File: src/dcc_params.svh
// Register offsets, field positions and reset values of the comparator block
`ifndef DCC_PARAMS_SVH
`define DCC_PARAMS_SVH

`define DCC_OFS_CTRL0      5'h00
`define DCC_OFS_CTRL1      5'h04
`define DCC_OFS_STATUS     5'h08
`define DCC_OFS_MASK       5'h0c

`define DCC_BIT_CLAIM      7
`define DCC_BIT_POWER      6
`define DCC_BIT_INVERT     5
`define DCC_BIT_RESULT     4
`define DCC_BIT_OUT_PATH   3
`define DCC_BIT_HYST       0

`define DCC_CTRL_RESET     8'h81
`define DCC_CTRL_WMASK     8'he9
`define DCC_STATUS_RESET   2'h0
`define DCC_MASK_RESET     2'h0

`endif

File: src/dcc_pkg.sv
// Types shared by the comparator control block
package dcc_pkg;

   typedef struct packed {
      logic       pin_claim;
      logic       power_on;
      logic       invert;
      logic       result;
      logic       out_path;
      logic [1:0] unused;
      logic       hyst_on;
   } dcc_ctrl_t;

   typedef struct packed {
      logic [1:0] pin_level;
      logic [1:0] port_ctrl;
      logic [1:0] port_data;
      logic [1:0] pullup_cfg;
   } dcc_pins_t;

   typedef enum logic [0:0] {
      DCC_IDLE,
      DCC_ANSWER
   } dcc_bus_state_t;

endpackage

File: src/dcc_sync.sv
// Two flip-flop synchroniser for one asynchronous level
module dcc_sync
(
   // Clock and reset
   input  wire logic clock_in,
   input  wire logic rst_in,
   // Level
   input  wire logic level_in,
   output logic      level_out
);

   logic stage1;

   always_ff @(posedge clock_in or posedge rst_in)
   begin
      if (rst_in)
      begin
         stage1    <= 1'b0;
         level_out <= 1'b0;
      end
      else
      begin
         stage1    <= level_in;
         level_out <= stage1;
      end
   end

endmodule

File: src/dcc_channel.sv
// One comparator channel: synchronised result, polarity and change pulse
module dcc_channel
(
   // Clock and reset
   input  wire logic             clock_in,
   input  wire logic             rst_in,
   // Control and raw analog result
   input  wire dcc_pkg::dcc_ctrl_t ctrl_in,
   input  wire logic             raw_in,
   // Stored result and its change
   output logic                  result_out,
   output logic                  change_out
);
   import dcc_pkg::*;

   logic raw_sync;
   logic next_result;

   dcc_sync u_sync
   (
      .clock_in  (clock_in),
      .rst_in    (rst_in),
      .level_in  (raw_in),
      .level_out (raw_sync)
   );

   // Switched-off comparator holds its last value
   always_comb
   begin
      next_result = result_out;
      if (ctrl_in.power_on)
         next_result = raw_sync ^ ctrl_in.invert;
   end

   always_ff @(posedge clock_in or posedge rst_in)
   begin
      if (rst_in)
         result_out <= 1'b0;
      else
         result_out <= next_result;
   end

   // Flag on any change of the stored bit
   assign change_out = next_result != result_out;

endmodule

File: src/dcc_top.sv
// Control, status and pin logic for two on-chip analog comparators
// Notes on behaviour
// - Polarity 0 stores the raw result, polarity 1 stores its inverse.
// - Result reads 1 for plus above minus at polarity 0, reversed at 1.
// - The result drives its output pin only for path 0 and pin claim 1.
// - The hysteresis bit turns the comparator hysteresis on and off.
// - Control bits two and one ignore writes and read as zero.
// - Pin claim gives both input pins to the comparator, pull-ups off.
// - Enable 0 powers the comparator down, enable 1 runs it.
// - Each result change sets the comparator flag and may interrupt.
// - A flag-setting change in sleep or idle with power on wakes the core.
// - Entering sleep or idle never switches a comparator off.
// - Claimed port reads give zero for control 1, port data for control 0.
// - Both control registers share layout and act independently.
//
// Chosen here: the register offsets and register access over Avalon-MM.
`include "dcc_params.svh"
module dcc_top
(
   // Clock and reset
   input  wire logic               clock_in,
   input  wire logic               rst_in,
   // Avalon-MM slave
   input  wire logic [4:0]         avs_address_in,
   input  wire logic               avs_read_in,
   input  wire logic               avs_write_in,
   input  wire logic [31:0]        avs_writedata_in,
   input  wire logic [3:0]         avs_byteenable_in,
   output logic [31:0]             avs_readdata_out,
   output logic                    avs_waitrequest_out,
   // Analog front end
   input  wire logic [1:0]         raw_result_in,
   output logic [1:0]              power_on_out,
   output logic [1:0]              hyst_on_out,
   // Shared pins, one group per comparator
   input  wire dcc_pkg::dcc_pins_t pins0_in,
   input  wire dcc_pkg::dcc_pins_t pins1_in,
   output logic [3:0]              port_read_out,
   output logic [3:0]              pullup_en_out,
   output logic [1:0]              result_pin_out,
   output logic [1:0]              result_pin_oe_out,
   // Core power state and events
   input  wire logic               low_power_in,
   output logic                    irq_out,
   output logic                    wake_out
);
   import dcc_pkg::*;

   dcc_ctrl_t      ctrl [1:0];
   dcc_pins_t      pins [1:0];
   dcc_bus_state_t bus_state;
   logic [1:0]     result;
   logic [1:0]     change;
   logic [1:0]     status;
   logic [1:0]     mask;
   logic [31:0]    next_readdata;
   logic           take;
   logic           take_wr;
   logic           take_rd;
   logic           load_rd;
   logic [1:0]     ctrl_sel;
   logic [1:0]     sw_set;
   logic [1:0]     rd_clr;

   assign pins[0] = pins0_in;
   assign pins[1] = pins1_in;

   // Decode of a byte address onto the control register index
   function automatic logic [1:0] ctrl_hit(input logic [4:0] addr);
      ctrl_hit = {addr == `DCC_OFS_CTRL1, addr == `DCC_OFS_CTRL0};
   endfunction

   // Every access waits exactly one cycle, answered in the second
   assign take    = bus_state == DCC_ANSWER;
   assign take_wr = take & avs_write_in;
   assign take_rd = take & avs_read_in;
   assign avs_waitrequest_out = (avs_read_in | avs_write_in) & ~take;
   assign load_rd  = (bus_state == DCC_IDLE) & avs_read_in;
   assign ctrl_sel = ctrl_hit(avs_address_in);

   always_ff @(posedge clock_in or posedge rst_in)
   begin
      if (rst_in)
         bus_state <= DCC_IDLE;
      else
      begin
         case (bus_state)
            DCC_IDLE:
               if (avs_read_in | avs_write_in)
                  bus_state <= DCC_ANSWER;
            DCC_ANSWER:
               bus_state <= DCC_IDLE;
            default:
               bus_state <= DCC_IDLE;
         endcase
      end
   end

   genvar i;
   generate
      for (i = 0; i < 2; i++)
      begin : g_cmp
         // Each channel owns its register, never touched by the other
         always_ff @(posedge clock_in or posedge rst_in)
         begin
            if (rst_in)
               ctrl[i] <= `DCC_CTRL_RESET;
            else if (take_wr && ctrl_sel[i]
                     && avs_byteenable_in[0])
               ctrl[i] <= avs_writedata_in[7:0] & `DCC_CTRL_WMASK;
         end

         dcc_channel u_channel
         (
            .clock_in   (clock_in),
            .rst_in     (rst_in),
            .ctrl_in    (ctrl[i]),
            .raw_in     (raw_result_in[i]),
            .result_out (result[i]),
            .change_out (change[i])
         );

         // Power not tied to the core sleep state
         assign power_on_out[i] = ctrl[i].power_on;
         assign hyst_on_out[i]  = ctrl[i].hyst_on;

         // Output pin taken only on the external path
         assign result_pin_out[i]    = result[i];
         assign result_pin_oe_out[i] = ctrl[i].pin_claim
                                       & ~ctrl[i].out_path;

         // Claimed input pins lose pull-ups and normal reads
         assign pullup_en_out[2*i+1 -: 2] = pins[i].pullup_cfg
                                  & {2{~ctrl[i].pin_claim}};
         assign port_read_out[2*i+1 -: 2] = ctrl[i].pin_claim
                  ? pins[i].port_data & ~pins[i].port_ctrl
                  : pins[i].pin_level;
      end
   endgenerate

   assign sw_set = (take_wr && avs_address_in == `DCC_OFS_STATUS
                    && avs_byteenable_in[0]) ? avs_writedata_in[1:0] : 2'h0;
   // Only bits handed out are cleared, so a later set is never lost
   assign rd_clr = (take_rd && avs_address_in == `DCC_OFS_STATUS)
                   ? avs_readdata_out[1:0] : 2'h0;

   // Hardware set beats the clear of the same read
   always_ff @(posedge clock_in or posedge rst_in)
   begin
      if (rst_in)
         status <= `DCC_STATUS_RESET;
      else
         status <= (status & ~rd_clr) | change | sw_set;
   end

   always_ff @(posedge clock_in or posedge rst_in)
   begin
      if (rst_in)
         mask <= `DCC_MASK_RESET;
      else if (take_wr && avs_address_in == `DCC_OFS_MASK
               && avs_byteenable_in[0])
         mask <= avs_writedata_in[1:0];
   end

   assign irq_out = |(status & mask);

   // A flag already high blocks the wake-up
   always_ff @(posedge clock_in or posedge rst_in)
   begin
      if (rst_in)
         wake_out <= 1'b0;
      else
         wake_out <= low_power_in
                     & |(change & ~status
                         & {ctrl[1].power_on, ctrl[0].power_on});
   end

   always_comb
   begin
      next_readdata = 32'h0;
      case (avs_address_in)
         `DCC_OFS_CTRL0:
         begin
            next_readdata[7:0] = ctrl[0];
            next_readdata[`DCC_BIT_RESULT] = result[0];
         end
         `DCC_OFS_CTRL1:
         begin
            next_readdata[7:0] = ctrl[1];
            next_readdata[`DCC_BIT_RESULT] = result[1];
         end
         `DCC_OFS_STATUS:
            next_readdata[1:0] = status;
         `DCC_OFS_MASK:
            next_readdata[1:0] = mask;
         default:
            next_readdata = 32'h0;
      endcase
   end

   // Captured on entry so data stands while waitrequest is low
   always_ff @(posedge clock_in or posedge rst_in)
   begin
      if (rst_in)
         avs_readdata_out <= 32'h0;
      else if (load_rd)
         avs_readdata_out <= next_readdata;
   end

endmodule

File: config.mk
export PLATFORM = sky130hd
export DESIGN_NAME = dcc_top
export DESIGN_NICKNAME = d
export VERILOG_FILES = /design/src/dcc_pkg.sv /design/src/dcc_sync.sv /design/src/dcc_channel.sv /design/src/dcc_top.sv
export VERILOG_INCLUDE_DIRS = /design/src /design/src/src
export SDC_FILE = /design/constraint.sdc
export NUM_CORES = 1
export LEC_CHECK = 0
export ABC_AREA = 1
export ABC_CLOCK_PERIOD_IN_PS = 2500
export CAP_MARGIN = 20
export CORE_ASPECT_RATIO = 1.2
export CORE_MARGIN = 10
export CORE_UTILIZATION = 31
export CTS_CLUSTER_DIAMETER = 100
export DETAILED_ROUTE_END_ITERATION = 8
export DONT_BUFFER_PORTS = 1
export GPL_ROUTABILITY_DRIVEN = 1
export GPL_TIMING_DRIVEN = 0
export PLACE_DENSITY_LB_ADDON = 0.25
export SLEW_MARGIN = 15
export SYNTH_ARGS = -nofsm -noshare
export SYNTH_HDL_FRONTEND = slang
export SYNTH_SLANG_ARGS = --single-unit
File: constraint.sdc
create_clock -name clock_in -period 2.5 [get_ports clock_in]
set_clock_uncertainty 0.05 [all_clocks]
set_input_delay 0.5 -clock clock_in [delete_from_list [all_inputs] [get_ports clock_in]]
set_output_delay 0.5 -clock clock_in [all_outputs]
set_load 0.02 [all_outputs]
==> summary.md <==
| Metric | Value |
|---|---|
| Outcome | `finished, final reports clean` |
| Multiplexer share of the synthesized area | `0%` |
| Gate Count Post-Synth | `213` |
| Area grow syn2layout | `18.4%` |
| Syn Std Cell Area | `around 1700 sq um` |
| Die X | `around 87 um` |
| Core area | `5300 sq um` |
| TritonRoute pass-1 iters | `4` |
| Final Hold Vio Count | `0` |
| 1st-iter DRT viols | `65` |
| Max frequency | `503 MHz` |
| Critical path, cell by cell | `nand2_1, o21ai_0` |
| Min cycle time layout | `1990 ps` |
| RSZ-0062 raised after global routing | `no` |
| Hold_buf cts | `0` |
| Flops & latches, synth | `29` |
| Post-CTS Setup Bufs | `0` |
| CTS Sinks | `29` |
| Via density | `4.33` |
| First-pass GRT wire length | `7.07 mm` |
| Most frequent cells in the layout | `53 x nand2_1, 32 x buf_4, 31 x inv_1` |
| Post-DP HPWL | `3.49 mm` |
| GR Overflow Total | `0` |
| Routed length per placed instance | `13.7 um` |
| DR vias | `1335` |
| Synth Area in XOR/XNOR | `0%` |
| Simple logic cell fraction of the synthesized area | `25.3%` |
| NetSw | `434 uW` |
| R2R cell count | `4` |
| Post-synthesis compound-gate area fraction | `9.54%` |
| Num CTS Buffers | `5` |
| Flop pwr share | `41.1%` |
| CTS H-Tree Depth | `2` |
| Comb power frac | `22.3%` |
| CP max FO | `6` |
| Syn_area_per_cell | `around 8 sq um` |
| Startpoint Class | `flop` |
| Clock Path Buffers | `2` |
| Worst path arrival time | `1440 ps` |
| CP endpoint kind | `output pin` |
| Clk slew on worst S/H paths | `roughly 60 ps` |
| DRC | `0` |
| Synth area leaders | `dfrtp_1 37%, buf_4 14%, nand2_1 12%` |
| Adder-cell area share of the yosys netlist | `0%` |
| Nets | `roughly 300` |
| Pin count of the biggest net entering global routing | `21` |
| Initial Utilization | `about a third` |
| Sw frac | `a little under a third` |
| CP max-delay cell | `dfstp_2` |
| Setup TNS | `0 ps` |
| Ant diodes | `0` |
| R2r endpoint | `avs_readdata_out[0]$_DFFE_PP0P_` |
| CTS tree | `built` |
| Critical path type | `flop to output pin` |
| CP max stage delay | `570 ps` |
| Relative slew slack | `between 50% and 60%` |
| Largest family of logic cells by synthesized area | `simple AND/OR/NAND/NOR gates` |
| Final setup fails | `0` |
| Leakage power total | `roughly 0.0011 uW` |
| Worst vdd ir | `0.000328 V` |
| Max Cap Viol | `0` |
| Sequential-to-total area share from yosys stat | `43.2%` |
| Layout fillers | `~570` |
| Fraction of the cycle the final worst path needs | `79.5%` |
| Total Routing Usage GR | `10.1%` |
| Syn. warnings | `0` |
| Vias in the first global route | `1437` |
| Die ar. | `8820 sq um` |
| Worst reg2reg startpoint | `bus_state$_DFF_PP0_` |
| Height of the die | `101 um` |
| Cell-internal power | `952 uW` |
| Clk root buf | `clkbuf_8` |
| Cell taking the most area after synthesis | `dfrtp_1` |
| Row Count | `29` |
| Initial antenna violation count | `0` |
| Pwr dens | `692 nW/um^2` |
| Resize count post-CTS | `0` |
| Post-synth top area share | `37.0%` |
| Most common cell after layout, fill and taps aside | `nand2_1` |
| Critical Path RT | `1950 ps` |
| Hold_ws | `between 70 and 80 ps` |
| Clock power share | `36.6%` |
| FF-to-FF setup slack | `1190 ps` |
| # IOs | `115` |
| Skew-Pair Late Insertion Delay | `about 280 ps` |
| Post-Route WL | `4.21 mm` |
| Hold crit path type | `primary input to async pin` |
| Count of cell types in the netlist | `21` |
| Worst slew pin tran | `671 ps` |
| Post-route ant nets | `0` |
| Tot Pwr | `1390 uW` |
| Max-slew violation count | `0` |
| Number of I/O port buffers | `0` |
| Routability congestion estimate | `0.762` |
| Layout cell share with drive strength beyond 1 | `23.2%` |
## sequential cells by signal, summed over array words and instances (netlist names)
| signal | cells |
|---|---|
| avs_readdata_out | 7 |
| ctrl | 6 |
| g_cmp.u_channel.result_out | 2 |
| g_cmp.u_channel.u_sync.level_out | 2 |
| g_cmp.u_channel.u_sync.stage1 | 2 |
| hyst_on_out | 2 |
| mask | 2 |
| power_on_out | 2 |
| status | 2 |
| bus_state | 1 |
| wake_out | 1 |
## Yosys cell counts
cell type and instances:
a21oi_1 1, a31oi_1 1, buf_4 32, clkinv_1 1, conb_1 1, dfrtp_1 25
dfstp_2 4, inv_1 31, inv_2 2, nand2_1 53, nand3_1 9, nand3_2 4
nand4_1 5, nand4_4 2, nor2_1 9, nor2_2 4, nor2_4 1, o21ai_0 8
o21ai_1 13, o21bai_1 1, o22ai_1 6
## per-stage QoR
stage	setup slack (ps)	instance area (sq um)	utilization, %	cells
finish	513	2000	37.8	308
global route	390	2000	37.8	308
detailed placement	797	1890	35.6	300
floorplan	881	1780	-	237
global placement	795	1860	35.1	299
CTS	481	2000	37.8	308
## logic make-up after synthesis
family,Yosys count
AO/OA/AOI/OAI,30
flip-flops,29
AND/OR/NAND/NOR,87
other,1
buffers and inverters,66
## worst max-delay path: cells and delay by family (launching register included)
kind               cells  cell delay [ps]
AOI/OAI and AO/OA      1              530
and+or+nand+nor        1               50
DFF                    1              570
## final cells by class
cell class,instances,area [sq um],share of cell area [%]
multi-input cells,142,683,34.1
plain buffers,32,240,12.0
flip-flops and latches,29,731,36.5
clock buffers,7,86.3,4.31
inverters,34,128,6.37
repair buffers,1,27.5,1.37
well taps,62,77.6,3.87
clock inverters,1,30.0,1.50
## worst max path at each step
stage / start / to / slack [ps] / depth (start not counted)
detailed placement: ctrl[7]$_DFFE_PP1P_ / port_read_out[1] / 800 / 2
finish: ctrl[7]$_DFFE_PP1P_ / port_read_out[1] / 510 / 2
global placement: ctrl[7]$_DFFE_PP1P_ / port_read_out[1] / 790 / 2
floorplan: ctrl[7]$_DFFE_PP1P_ / port_read_out[0] / 880 / 2
CTS: ctrl[7]$_DFFE_PP1P_ / port_read_out[1] / 480 / 2
global route: ctrl[7]$_DFFE_PP1P_ / port_read_out[1] / 390 / 2
## routing by layer
layer	track usage, %	part of all wire (%)	up-vias
li1	-	-	682
met1	10.8	39	591
met2	16.2	47	57
met3	5.83	12	5
met4	3.32	1.4	0
met5	0	0	-
## power by group through the flow
stage	Combinational, uW	Sequential (uW)	Clock, uW
floorplan	271	566	0
global placement	306	578	0
detailed placement	313	579	0
CTS	314	570	524
global route	347	578	552
finish	309	569	508
No activity file was read; power rests on OpenSTA's default activity.
